`src/pkg/pmh_pkg.sv`:
```
// Purpose: shared constants and types for the high-resolution modulator auxiliary logic
// Assumes: one clock domain, sys_clk at 10 MHz
// Notes: event values carry a 14-bit coarse count above a 4-bit phase
package pmh_pkg;
  localparam int PMH_CNT_W = 14;
  localparam int PMH_PH_W = 4;
  localparam int PMH_EV_W = 18;
  localparam int PMH_CMP_W = 18;
  localparam int PMH_DIV_W = 8;
  localparam int PMH_ST_W = 12;
  localparam int PMH_LATENCY = 3;
  localparam logic [1:0] PMH_RES_16 = 2'h0;
  localparam logic [1:0] PMH_RES_8 = 2'h1;
  localparam logic [1:0] PMH_RES_4 = 2'h2;
  localparam logic [1:0] PMH_RES_2 = 2'h3;
  localparam logic [3:0] PMH_MASK_16 = 4'hf;
  localparam logic [3:0] PMH_MASK_8 = 4'he;
  localparam logic [3:0] PMH_MASK_4 = 4'hc;
  localparam logic [3:0] PMH_MASK_2 = 4'h8;
  localparam logic [2:0] PMH_SCL_X1 = 3'h0;
  localparam logic [2:0] PMH_SCL_X2 = 3'h1;
  localparam logic [2:0] PMH_SCL_X4 = 3'h2;
  localparam logic [2:0] PMH_SCL_X8 = 3'h3;
  localparam logic [2:0] PMH_SCL_D2 = 3'h5;
  localparam logic [2:0] PMH_SCL_D4 = 3'h6;
  localparam logic [2:0] PMH_SCL_D8 = 3'h7;
  localparam logic [PMH_CNT_W-1:0] PMH_CNT_RST = 14'h0000;
  localparam logic [PMH_DIV_W-1:0] PMH_DIV_RST = 8'h00;
  localparam logic [PMH_EV_W-1:0] PMH_EV_RST = 18'h00000;
  typedef enum logic [1:0] {PMH_FR_RUN, PMH_FR_WAIT, PMH_FR_STEP} pmh_frame_t;
endpackage : pmh_pkg

```
`src/pkg/pmh_trip_if.sv`:
```
// Purpose: carries period timing into the overcurrent trip counter
// Assumes: all signals synchronous to sys_clk
// Notes: none
`timescale 1ns/10ps
interface pmh_trip_if;
  logic period_end;
  logic event2_hit;
  logic limit_in;
  logic enable;
  logic count_continuous;
  logic [7:0] max_count;
  logic clear;
  logic overcurrent_trip;
  logic [7:0] count;
  modport ctl (output period_end, event2_hit, limit_in, enable, count_continuous, max_count, clear,
               input overcurrent_trip, count);
  modport trip (input period_end, event2_hit, limit_in, enable, count_continuous, max_count, clear,
                output overcurrent_trip, count);
endinterface : pmh_trip_if

```
`src/rtl/pmh_trip_counter.sv`:
```
// Purpose: counts sampled current-limit indications and latches the trip flag
// Assumes: period_end and event2_hit are single-cycle pulses
// Notes: a set on the same edge as a clear wins
`timescale 1ns/10ps
module pmh_trip_counter
  import pmh_pkg::*;
(
  input wire logic sys_clk,
  input wire logic rst,
  pmh_trip_if.trip tif
);
  logic [7:0] count;
  logic [7:0] next_count;
  logic seen;
  logic next_seen;
  logic flag;
  logic next_flag;
  logic hit;

  always_comb begin
    next_count = count;
    next_seen = seen;
    next_flag = flag;
    hit = tif.enable && tif.event2_hit && tif.limit_in; // see RL13
    if (tif.clear) begin
      next_count = 8'h00; // see RL22
      next_flag = 1'b0;
      next_seen = 1'b0;
    end
    if (hit) begin
      next_seen = 1'b1;
      if (count != 8'hff) begin
        next_count = (tif.clear ? 8'h00 : count) + 8'h01;
      end
    end
    if (tif.enable && tif.period_end && !hit) begin
      if (!tif.count_continuous && !seen) begin
        next_count = 8'h00; // see RL15
      end
      next_seen = 1'b0;
    end
    if (tif.enable && tif.period_end && hit) begin
      next_seen = 1'b0;
    end
    if (tif.enable && next_count >= tif.max_count && next_count != 8'h00) begin
      next_flag = 1'b1; // see RL14, RL16
    end
    if (!tif.enable) begin
      next_count = 8'h00;
      next_seen = 1'b0;
    end
  end

  always_ff @(posedge sys_clk or posedge rst) begin
    if (rst) begin
      count <= 8'h00;
      seen <= 1'b0;
      flag <= 1'b0;
    end else begin
      count <= next_count;
      seen <= next_seen;
      flag <= next_flag;
    end
  end

  assign tif.overcurrent_trip = flag;
  assign tif.count = count;
endmodule : pmh_trip_counter

```
`src/rtl/pmh_modulator_aux.sv`:
```
// Purpose: high-resolution edge placement, sampler triggers, period interrupt, update control, trip
// Assumes: sys_clk stands for the quarter_rate_control_clock; counter counts fast-clock units
// Notes: edges leave as coarse count plus phase for the fast-clock edge stage
// Notes on behaviour
// RL1: edges pick one of 16 equal phases per fast clock, 250 ps steps.
// RL2: resolution 00 all phases, 01 even, 10 multiples of four, 11 zero and eight.
// RL3: disable control drops phase, edges land on whole fast-clock boundaries.
// RL4: oversampling 00 triggers the error sampler once per period at trigger match.
// RL5: other oversampling settings trigger two, four or eight times per period.
// RL6: period interrupt divided to one per divide count plus one periods.
// RL7: divide settings 1 to 15 map to the listed divide counts.
// RL8: counter equal to sample trigger value issues a sampling request.
// RL9: compensator value is used a fixed latency after each sampling request.
// RL10: end-of-period update holds new compensator value until period end.
// RL11: single-frame enable advances the modulator one frame per step.
// RL12: compensator value scaled by times or divide two, four or eight.
// RL13: trip logic counts current-limit indications sampled at event-2 time.
// RL14: trip flag sets when the count reaches the 8-bit maximum; here it sets once the count reaches max_count.
// RL15: count-continuous 0 counts consecutive faulted cycles, resets on a clean one.
// RL16: count-continuous 1 accumulates without reset until the maximum.
// RL17: trip flag is offered to the processor as an interrupt source.
// RL18: while tripped, modulator outputs are forced inactive.
// RL19: current-limit source is one of comparators A to D by selection.
// RL20: phase placement only on events 2, 3, 4; low 4 bits phase.
// RL21: software programs the sample trigger as a quarter of the fast position.
// RL22: trip flag holds until cleared; clear also zeroes the counter.
// RL23: oversampling triggers spaced evenly, offset from the trigger position.
`timescale 1ns/10ps
module pmh_modulator_aux
  import pmh_pkg::*;
(
  input wire logic sys_clk,
  input wire logic rst,
  input wire logic run,
  input wire logic [13:0] period,
  input wire logic [11:0] sample_trigger,
  input wire logic [17:0] event2,
  input wire logic [17:0] event3,
  input wire logic [17:0] event4,
  input wire logic hires_disable,
  input wire logic [1:0] hires_resolution,
  input wire logic [1:0] oversample,
  input wire logic [3:0] int_divide,
  input wire logic update_end_of_period,
  input wire logic single_frame,
  input wire logic frame_step,
  input wire logic closed_loop,
  input wire logic [2:0] comp_scale,
  input wire logic [17:0] comp_value,
  input wire logic [3:0] comparators,
  input wire logic [1:0] limit_select,
  input wire logic trip_enable,
  input wire logic count_continuous,
  input wire logic [7:0] max_count,
  input wire logic trip_clear,
  input wire logic pwm_a_raw,
  input wire logic pwm_b_raw,
  output logic [13:0] counter,
  output logic sample_request,
  output logic period_irq,
  output logic [17:0] edge2,
  output logic [17:0] edge3,
  output logic [17:0] edge4,
  output logic pwm_a,
  output logic pwm_b,
  output logic overcurrent_trip,
  output logic [7:0] trip_count
);
  pmh_trip_if tif();

  logic [13:0] next_counter;
  pmh_frame_t frame;
  pmh_frame_t next_frame;
  logic [7:0] div_cnt;
  logic [7:0] next_div_cnt;
  logic [2:0] os_idx;
  logic [2:0] next_os_idx;
  logic [PMH_LATENCY-1:0] lat;
  logic [PMH_LATENCY-1:0] next_lat;
  logic [17:0] pending;
  logic [17:0] next_pending;
  logic pend_valid;
  logic next_pend_valid;
  logic [17:0] active_comp;
  logic [17:0] next_active_comp;
  logic next_sample_request;
  logic next_period_irq;
  logic [17:0] next_edge2;
  logic [17:0] next_edge3;
  logic [17:0] next_edge4;
  logic next_pwm_a;
  logic next_pwm_b;

  logic advancing;
  logic period_end;
  logic [7:0] div_count;
  logic [3:0] ph_mask;
  logic [13:0] trig_pos;
  logic [13:0] os_step;
  logic [13:0] os_pos;
  logic [2:0] os_last;
  logic [17:0] scaled;
  logic [17:0] e2_src;
  logic [17:0] e3_src;

  // interrupt divide setting to divide count
  always_comb begin
    case (int_divide)
      4'h2: div_count = 8'h01;
      4'h3: div_count = 8'h03;
      4'h4: div_count = 8'h07;
      4'h5: div_count = 8'h0f;
      4'h6: div_count = 8'h1f;
      4'h7: div_count = 8'h2f;
      4'h8: div_count = 8'h3f;
      4'h9: div_count = 8'h4f;
      4'ha: div_count = 8'h5f;
      4'hb: div_count = 8'h7f;
      4'hc: div_count = 8'h9f;
      4'hd: div_count = 8'hbf;
      4'he: div_count = 8'hdf;
      4'hf: div_count = 8'hff;
      default: div_count = 8'h00;
    endcase // see RL7
  end

  always_comb begin
    case (hires_resolution)
      PMH_RES_8: ph_mask = PMH_MASK_8;
      PMH_RES_4: ph_mask = PMH_MASK_4;
      PMH_RES_2: ph_mask = PMH_MASK_2;
      default: ph_mask = PMH_MASK_16;
    endcase // see RL2
  end

  always_comb begin
    case (comp_scale)
      PMH_SCL_X2: scaled = {comp_value[16:0], 1'b0};
      PMH_SCL_X4: scaled = {comp_value[15:0], 2'h0};
      PMH_SCL_X8: scaled = {comp_value[14:0], 3'h0};
      PMH_SCL_D2: scaled = {1'b0, comp_value[17:1]};
      PMH_SCL_D4: scaled = {2'h0, comp_value[17:2]};
      PMH_SCL_D8: scaled = {3'h0, comp_value[17:3]};
      default: scaled = comp_value;
    endcase // see RL12
  end

  always_comb begin
    case (oversample)
      2'h1: os_last = 3'h1;
      2'h2: os_last = 3'h3;
      2'h3: os_last = 3'h7;
      default: os_last = 3'h0;
    endcase // see RL5
  end

  // trigger value is in control-clock units, four fast counts each
  assign trig_pos = {sample_trigger, 2'h0}; // see RL21
  assign os_step = (oversample == 2'h1) ? {1'b0, period[13:1]} :
                   (oversample == 2'h2) ? {2'h0, period[13:2]} :
                   {3'h0, period[13:3]};
  assign os_pos = 14'(trig_pos + 14'(os_step * 14'(os_idx))); // see RL23
  assign advancing = run && (frame != PMH_FR_WAIT);
  assign period_end = advancing && (counter >= period);
  assign e2_src = closed_loop ? active_comp : event2;
  assign e3_src = closed_loop ? 18'(active_comp + (event3 - event2)) : event3;

  always_comb begin
    next_counter = counter;
    next_frame = frame;
    next_div_cnt = div_cnt;
    next_os_idx = os_idx;
    next_lat = {lat[PMH_LATENCY-2:0], 1'b0};
    next_pending = pending;
    next_pend_valid = pend_valid;
    next_active_comp = active_comp;
    next_sample_request = 1'b0;
    next_period_irq = 1'b0;
    if (advancing) begin
      next_counter = period_end ? PMH_CNT_RST : 14'(counter + 14'h0004);
      if ((os_idx == 3'h0 && counter[13:2] == sample_trigger) ||
          (os_idx != 3'h0 && counter[13:2] == os_pos[13:2])) begin
        next_sample_request = 1'b1; // see RL4, RL8
        next_lat[0] = 1'b1;
        next_os_idx = (os_idx == os_last) ? 3'h0 : 3'(os_idx + 3'h1); // see RL5
      end
    end
    if (lat[PMH_LATENCY-1]) begin
      if (update_end_of_period) begin
        next_pending = scaled; // see RL10
        next_pend_valid = 1'b1;
      end else begin
        next_active_comp = scaled; // see RL9
      end
    end
    if (period_end) begin
      next_os_idx = 3'h0;
      if (pend_valid) begin
        next_active_comp = pending; // see RL10
        next_pend_valid = 1'b0;
      end
      if (div_cnt >= div_count) begin
        next_div_cnt = PMH_DIV_RST;
        next_period_irq = 1'b1; // see RL6
      end else begin
        next_div_cnt = 8'(div_cnt + 8'h01);
      end
    end
    if (!update_end_of_period) begin
      next_pend_valid = 1'b0;
    end
    // single-frame stepping: park at period end until a step pulse arrives
    case (frame)
      PMH_FR_RUN: begin
        if (single_frame && period_end) begin
          next_frame = PMH_FR_WAIT; // see RL11
        end
      end
      PMH_FR_WAIT: begin
        if (!single_frame) begin
          next_frame = PMH_FR_RUN;
        end else if (frame_step) begin
          next_frame = PMH_FR_STEP;
        end
      end
      PMH_FR_STEP: begin
        if (period_end) begin
          next_frame = single_frame ? PMH_FR_WAIT : PMH_FR_RUN;
        end
      end
      default: begin
        next_frame = PMH_FR_RUN;
      end
    endcase
  end

  always_comb begin
    next_edge2 = e2_src;
    next_edge3 = e3_src;
    next_edge4 = event4;
    if (hires_disable) begin
      next_edge2[3:0] = 4'h0; // see RL3
      next_edge3[3:0] = 4'h0;
      next_edge4[3:0] = 4'h0;
    end else begin
      next_edge2[3:0] = e2_src[3:0] & ph_mask; // see RL1, RL20
      next_edge3[3:0] = e3_src[3:0] & ph_mask;
      next_edge4[3:0] = event4[3:0] & ph_mask;
    end
    next_pwm_a = pwm_a_raw && !tif.overcurrent_trip; // see RL18
    next_pwm_b = pwm_b_raw && !tif.overcurrent_trip;
  end

  assign tif.period_end = period_end;
  assign tif.event2_hit = advancing && (counter[13:2] == edge2[17:6]); // see RL13
  assign tif.limit_in = comparators[limit_select]; // see RL19
  assign tif.enable = trip_enable;
  assign tif.count_continuous = count_continuous;
  assign tif.max_count = max_count;
  assign tif.clear = trip_clear;

  // trip flag feeds back into the output gating above
  pmh_trip_counter u_trip (
    .sys_clk(sys_clk),
    .rst(rst),
    .tif(tif)
  );

  always_ff @(posedge sys_clk or posedge rst) begin
    if (rst) begin
      counter <= PMH_CNT_RST;
      frame <= PMH_FR_RUN;
      div_cnt <= PMH_DIV_RST;
      os_idx <= 3'h0;
      lat <= '0;
      pending <= PMH_EV_RST;
      pend_valid <= 1'b0;
      active_comp <= PMH_EV_RST;
      sample_request <= 1'b0;
      period_irq <= 1'b0;
      edge2 <= PMH_EV_RST;
      edge3 <= PMH_EV_RST;
      edge4 <= PMH_EV_RST;
      pwm_a <= 1'b0;
      pwm_b <= 1'b0;
    end else begin
      counter <= next_counter;
      frame <= next_frame;
      div_cnt <= next_div_cnt;
      os_idx <= next_os_idx;
      lat <= next_lat;
      pending <= next_pending;
      pend_valid <= next_pend_valid;
      active_comp <= next_active_comp;
      sample_request <= next_sample_request;
      period_irq <= next_period_irq;
      edge2 <= next_edge2;
      edge3 <= next_edge3;
      edge4 <= next_edge4;
      pwm_a <= next_pwm_a;
      pwm_b <= next_pwm_b;
    end
  end

  assign overcurrent_trip = tif.overcurrent_trip; // see RL17
  assign trip_count = tif.count;
endmodule : pmh_modulator_aux

```
`config.mk`:
```
export PLATFORM = sky130hd
export DESIGN_NAME = pmh_modulator_aux
export DESIGN_NICKNAME = d
export VERILOG_FILES = /design/src/pkg/pmh_pkg.sv /design/src/pkg/pmh_trip_if.sv /design/src/rtl/pmh_trip_counter.sv /design/src/rtl/pmh_modulator_aux.sv
export SDC_FILE = /design/constraint.sdc
export NUM_CORES = 1
export LEC_CHECK = 0
export BUFFER_PORTS_ARGS = -buffer_cell sky130_fd_sc_hd__buf_2
export CAP_MARGIN = 20
export CORE_UTILIZATION = 35
export DETAILED_ROUTE_END_ITERATION = 16
export HOLD_SLACK_MARGIN = 0.1
export SLEW_MARGIN = 25
export SYNTH_ARGS = -nofsm -noshare
export SYNTH_HDL_FRONTEND = slang
export SYNTH_HIERARCHICAL = 1
export SYNTH_SLANG_ARGS = --single-unit
```
`constraint.sdc`:
```
create_clock -name sys_clk -period 4.9 [get_ports sys_clk]
set_input_delay 0.49 -clock sys_clk [delete_from_list [all_inputs] [get_ports sys_clk]]
set_output_delay 0.49 -clock sys_clk [all_outputs]
set_load 0.05 [all_outputs]
```
==> run metrics, run 1 <==
post-synthesis sequential area ratio 31.62%; CP Cell Sequence buf_2 > buf_4 > o21ai_0 > o21ai_0 > nand2_1 > fa_1 > inv_1 > fa_1 > ha_1 > and2_1 > a311o_1 > a2111oi_1 > o21a_1 > a21oi_1 > o32ai_4 > mux2_1 > nor2_1; slowest cell delay on critical path 560 ps; status finished clean; DR vias 9055; Yosys reg bits 132; GPL Wtd Cong 0.9167; Worst Setup SP oversample[1]; DRT iter0 DRCs 394; EDFF count, synth 0; worst endpoint data arrival time 4990 ps; clk root buf clkbuf_16; final instance area 12620 sq um; clock skew 9.088 ps; vias per cell 5.050; global-route wire length before repair 45160 microns; Row Count 62; Starting Density 36.01%; Die Area 30540 sq um; total grt overflow 0; clk sinks 132; Hold Crit Start event4[16]; Ports 217; chip width 174.8 microns; Top FF cell, synth dfrtp_1; setup bufs post-CTS 0; highest net fanout along the worst path 20; Synth area leader dfrtp_1; crit path buf inv count 3; Seq pwr share 23.6%; Nets 1633; max-slew violation count 0; Worst Setup End Kind flip-flop; Die Ht 174.8 microns; vias in the first global route 8857; CORE AREA 29010 sq um; Max-Cap Viols 0; H-tree levels 4; hold path cells 1; drc violations 0; CTS buffer count 17; register-to-register setup slack 400 ps; largest net degree at the start of global routing 70; Sw Pwr 2308 uW; RSZ-0062 raised after global routing false; slowest stage cell on the critical path a2111oi_1; cell family with most CP delay compound AO/OA/AOI/OAI gates; reg2reg end os_idx[1]; switch share 41.09%; hold crit path type in2reg; Reg area 3303 sq um; worst reg2reg startpoint os_idx[0]; placed inst area 12010 sq um; minimum clock period 4634 ps; TritonCTS clock tree built; Yosys cell types 68; Hold Crit Endpoint edge4[16]; final wirelength 28280 microns; syn_area_per_cell 8.809 sq um; fill count 2893; fraction of registers with async set/reset 100.0%; input/output buffers 214; Cells after Synth 1186; Achievable Freq 0.2158 GHz; Final Cycle Share 94.58%; Worst-path clk slew 60 ps; top cells by area, synth dfrtp_1 (32%), ha_1 (7.8%), fa_1 (7.7%); Crit Path Class in2reg; GR Util All Layers 18.51%; Clock power frac 22.6%; area of the multi-input gates 6375 sq um; drt wl/cell 15.77 microns; Power Dens Cells 445.2 nW/um^2; Slew HR 39.35%; synth-to-layout area growth 20.79%; Setup WS pre-CTS -223.0 ps; final hold slack 172.6 ps; DRT Pass-1 Iters 5; Pleak 0.006420 uW; FF-to-FF path depth 14; clk buf depth 2; Worst-Margin Slew 909.7 ps; combinational share of power 53.8%; peak supply drop 0.0003028 V; internal power 3309 uW; DP Wirelength 22160 microns; initial antenna violation count 9; clock latency on the worst-skew pair 430 ps; CP startpoint kind primary input; slack of the critical path 265.6 ps; Fin. Hold Viols 0; Ys Warns 6; Worst Path Required 5250 ps; mapped cell area 10450 sq um; final setup fails 0; share of cells above drive strength 1 24.13%; Final ANT Viol Nets 0; top cell type's share of synthesized area 31.62%
==> state kept, by name, summed over array words and instances (netlist names), 3 cells and up <==
name              count
active_comp          18
edge2                18
edge3                18
edge4                18
pending              18
counter              12
div_cnt               8
u_trip/tif.count      8
lat                   3
os_idx                3
==> layout by cell type (no fill, tap or decap), drive strengths merged, types with 7 or more instances in the layout <==
cell / netlist / layout
nor3: 12 / 12
xor2: 29 / 29
clkbuf: 51 / 20
ha: 65 / 65
mux2i: 23 / 23
inv: 141 / 141
o21ai: 90 / 90
nand4: 9 / 9
o22ai: 7 / 7
a21o: 20 / 20
nor2: 77 / 77
a21oi: 73 / 73
buf: 11 / 247
o21a: 8 / 8
dfrtp: 132 / 132
o211ai: 14 / 14
nor4: 10 / 10
mux4: 11 / 11
a31oi: 8 / 8
a211oi: 24 / 24
and2: 10 / 10
fa: 40 / 40
mux2: 31 / 31
o31ai: 8 / 8
nand3: 24 / 24
nand2: 130 / 130
nor2b: 16 / 16
xnor2: 45 / 45
nand2b: 11 / 11
==> synth_stat cells (all sizes together) (20+ instances only) <==
cell type and number:
xnor2 45, dfrtp 132, a21o 20, o21ai 90, nand2 130, nand3 24, ha 65, nor2 77
clkbuf 51, fa 40, inv 141, xor2 29, mux2 31, mux2i 23, a211oi 24, a21oi 73
==> timing repair <==
action | in CTS | in global routing
setup endpoints to repair | 0 | 3
gates resized for setup | 0 | 1
endpoints found under the hold margin | 10 | 0
hold buffers | 1 | 0
==> cell type report <==
class | count | share of cell area, %
inverters | 141 | 4.214
repair buffers | 248 | 10.55
multi-input cells | 852 | 50.52
flip-flops and latches | 132 | 26.17
clock inverters | 12 | 1.041
well taps | 384 | 3.807
diodes | 4 | 0.07932
clock buffers | 20 | 3.619
==> worst max path at each step <==
stage,slack [ps],to,depth (start not counted)
CTS,210,os_idx[1],17
floorplan,0.4,os_idx[1],18
global route,4,os_idx[0],18
detailed placement,-220,os_idx[1],17
global placement,10,os_idx[1],18
finish,270,os_idx[1],17
==> per-layer routing <==
metal  global-route usage [%]  vias up  share of wire [%]
li1                         -     4448                  -
met1                    23.59     4288                 44
met2                    31.07      268                 47
met3                    4.830       41                7.1
met4                    4.601       10                1.4
met5                        0        -               0.25
==> worst register-to-register path, delay by kind of cell, from the launching register on <==
kind / cells / cell delay [ps]
compound gates: 4 / 820
xor+xnor: 1 / 150
fa+ha+maj: 4 / 1610
buf+inv: 1 / 60
flops: 1 / 670
mux: 1 / 350
simple gates: 3 / 760
==> cells by family after synthesis <==
family                     count (synthesis)  synth area share [%]
muxes                                     65                 7.952
buffers and inverters                    203                 7.437
and+or+nand+nor                          332                 15.07
DFF                                      132                 31.62
adders and majority gates                105                 15.45
other                                      1               0.03589
xor gates and xnor gates                  74                 6.204
AOI/OAI and AO/OA                        274                 16.24
==> per-stage QoR <==
step           TNS (ps)  utilization [%]  total power [uW]  cells
3_3_place_gp          0            41.38              4304   1756
5_1_grt               0            43.49              6044   1792
2_1_floorplan         0                -              3599   1187
3_5_place_dp     -570.2            41.38              4355   1756
6_report              0            43.50              5618   1793
4_1_cts               0            43.44              5656   1789
==> power groups by stage <==
stage               Sequential, uW  Combinational (uW)  Clock [uW]
floorplan                     1500                2100           0
global placement              1340                2960           0
detailed placement            1340                3010           0
CTS                           1320                3030        1300
global route                  1340                3370        1340
finish                        1320                3020        1270
No activity file was read; power rests on OpenSTA's default activity.
==> run 2, diff against run 1 <==
--- a/config.mk
+++ b/config.mk
@@ -7,6 +7,7 @@
 export LEC_CHECK = 0
 export BUFFER_PORTS_ARGS = -buffer_cell sky130_fd_sc_hd__buf_2
 export CAP_MARGIN = 20
+export CORE_ASPECT_RATIO = 0.5
 export CORE_UTILIZATION = 35
 export DETAILED_ROUTE_END_ITERATION = 16
 export HOLD_SLACK_MARGIN = 0.1
==> run 2 against run 1 <==
Setup slack gained 41 ps. First-iteration DRC count grew 61%. Final cell count shrank 0.28%. Sequential cell count is the same. Register-to-register slack gained 50 ps. Fmax grew 0.89%. Wire length grew 0.86%. Combinational power is essentially flat. Hold slack lost 13 ps. Clock power shrank 3%. Final area shrank 0.69%. Largest power group unchanged.
==> run metrics, run 2 (same netlist as run 1, synthesis figures left out) <==
status finished clean; synth-to-layout area growth 19.95%; placed inst area 11950 sq um; Die Area 30590 sq um; routed length on met3 807 microns; GPL Wtd Cong 0.8833; Max Used Layer met4; drt wl/cell 15.95 microns; Clock power frac 22.1%; Seq pwr share 23.8%; clock skew 11.78 ps; hold crit path type in2reg; peak supply drop 0.0003045 V; Final Cycle Share 93.75%; Crit Path Class in2reg; total grt overflow 0; Ports 217; vias in the first global route 8692; hold path cells 1; CP startpoint kind primary input; vias per cell 5.054; drc violations 0; clk buf depth 2; DRT met1 WL 12580 microns; minimum clock period 4594 ps; Nets 1625; routed wl met2 14720 microns; final instance area 12530 sq um; Hold Crit Endpoint edge4[15]; Slew HR 34.81%; fill count 2870; RSZ-0062 raised after global routing false; Die Ht 124.2 microns; register-to-register setup slack 450 ps; Power Dens Cells 444.8 nW/um^2; DR vias 9037; Starting Density 35.81%; combinational share of power 54.1%; chip width 246.3 microns; worst endpoint data arrival time 4950 ps; final hold slack 159.1 ps; GR Util All Layers 18.98%; area of the multi-input gates 6374 sq um; max-slew violation count 0; reg2reg end os_idx[1]; fin util 42.95%; clk root buf clkbuf_16; Fin. Hold Viols 0; final wirelength 28520 microns; clock latency on the worst-skew pair 440 ps; largest net degree at the start of global routing 56; Worst Path Required 5260 ps; Final ANT Viol Nets 0; input/output buffers 214; H-tree levels 4; DRT iter0 DRCs 633; highest net fanout along the worst path 19; DP Wirelength 22500 microns; clk sinks 132; Worst-path clk slew 60 ps; CTS buffer count 17; switch share 41.73%; Row Count 44; most frequent cells in the layout buf_2 (214), inv_1 (140), dfrtp_1 (132); Max-Cap Viols 0; initial antenna violation count 0; CORE AREA 29180 sq um; internal power 3248 uW; final setup fails 0; Hold Crit Start event4[15]; Achievable Freq 0.2177 GHz; total power 5575 uW; Worst-Margin Slew 977.8 ps; share of cells above drive strength 1 23.62%; DRT Pass-1 Iters 5; worst reg2reg startpoint os_idx[0]; TritonCTS clock tree built; global-route wire length before repair 45240 microns; commonest non-fill, non-tap cell in the layout buf_2; Worst Setup End Kind flip-flop; FF-to-FF path depth 14; Reg area 3303 sq um; Pleak 0.006366 uW; # diodes 0; Sw Pwr 2326 uW
## run 2: layout make-up
type	instances	share of cell area [%]
Multi-Input combinational cell	852	50.86
Sequential cell	132	26.36
Timing Repair Buffer	240	10.12
Inverter	141	4.243
Tap cell	391	3.904
Clock buffer	21	3.674
Clock inverter	11	0.8387
## run 2: layer usage
layer	vias up	track usage, %
li1	4437	-
met1	4432	23.52
met2	140	34.22
met3	28	3.340
met4	0	5.015
met5	-	0
## run 2: power groups by stage
stage | Sequential (uW) | Combinational, uW | Clock [uW]
after detailed placement | 1350 | 3010 | 0
final | 1330 | 3020 | 1230
after floorplan | 1500 | 2100 | 0
after CTS | 1330 | 3030 | 1260
after global placement | 1340 | 2950 | 0
after global routing | 1340 | 3390 | 1310
## run 2: worst max-delay path, stage by stage
cell and delay [ps]:
buf_2 270, o21ai_0 140, o21ai_0 300, nand2_1 120
fa_1 510, inv_1 60, fa_1 450, ha_1 250
fa_1 420, a21o_1 190, a22oi_1 200, a21oi_1 130
xnor2_1 150, or4_4 540, o32ai_4 280, mux2_1 350
nor2_1 90
## run 2: what timing repair did
item,in CTS,in global routing
resized for setup,0,1
buffers inserted,0,0
endpoints found under the setup margin,0,2
hold buffers,1,0
hold endpoints to repair,10,0
## run 2: metrics by stage
step | setup TNS (ps) | cells | setup WS (ps)
2_1_floorplan | 0 | 1187 | 0.4312
3_3_place_gp | -13.82 | 1755 | -13.82
3_5_place_dp | -405.5 | 1755 | -179.4
4_1_cts | 0 | 1788 | 263.0
5_1_grt | 0 | 1788 | 59.84
6_report | 0 | 1788 | 306.5
## run 2: worst max-delay path by stage
stage / to / slack, ps / startpoint
after global routing: os_idx[1] / 60 / oversample[1]
final: os_idx[1] / 310 / oversample[1]
after floorplan: os_idx[1] / 0.4 / oversample[1]
after CTS: os_idx[1] / 260 / oversample[1]
after global placement: os_idx[1] / -10 / oversample[1]
after detailed placement: os_idx[1] / -180 / oversample[1]
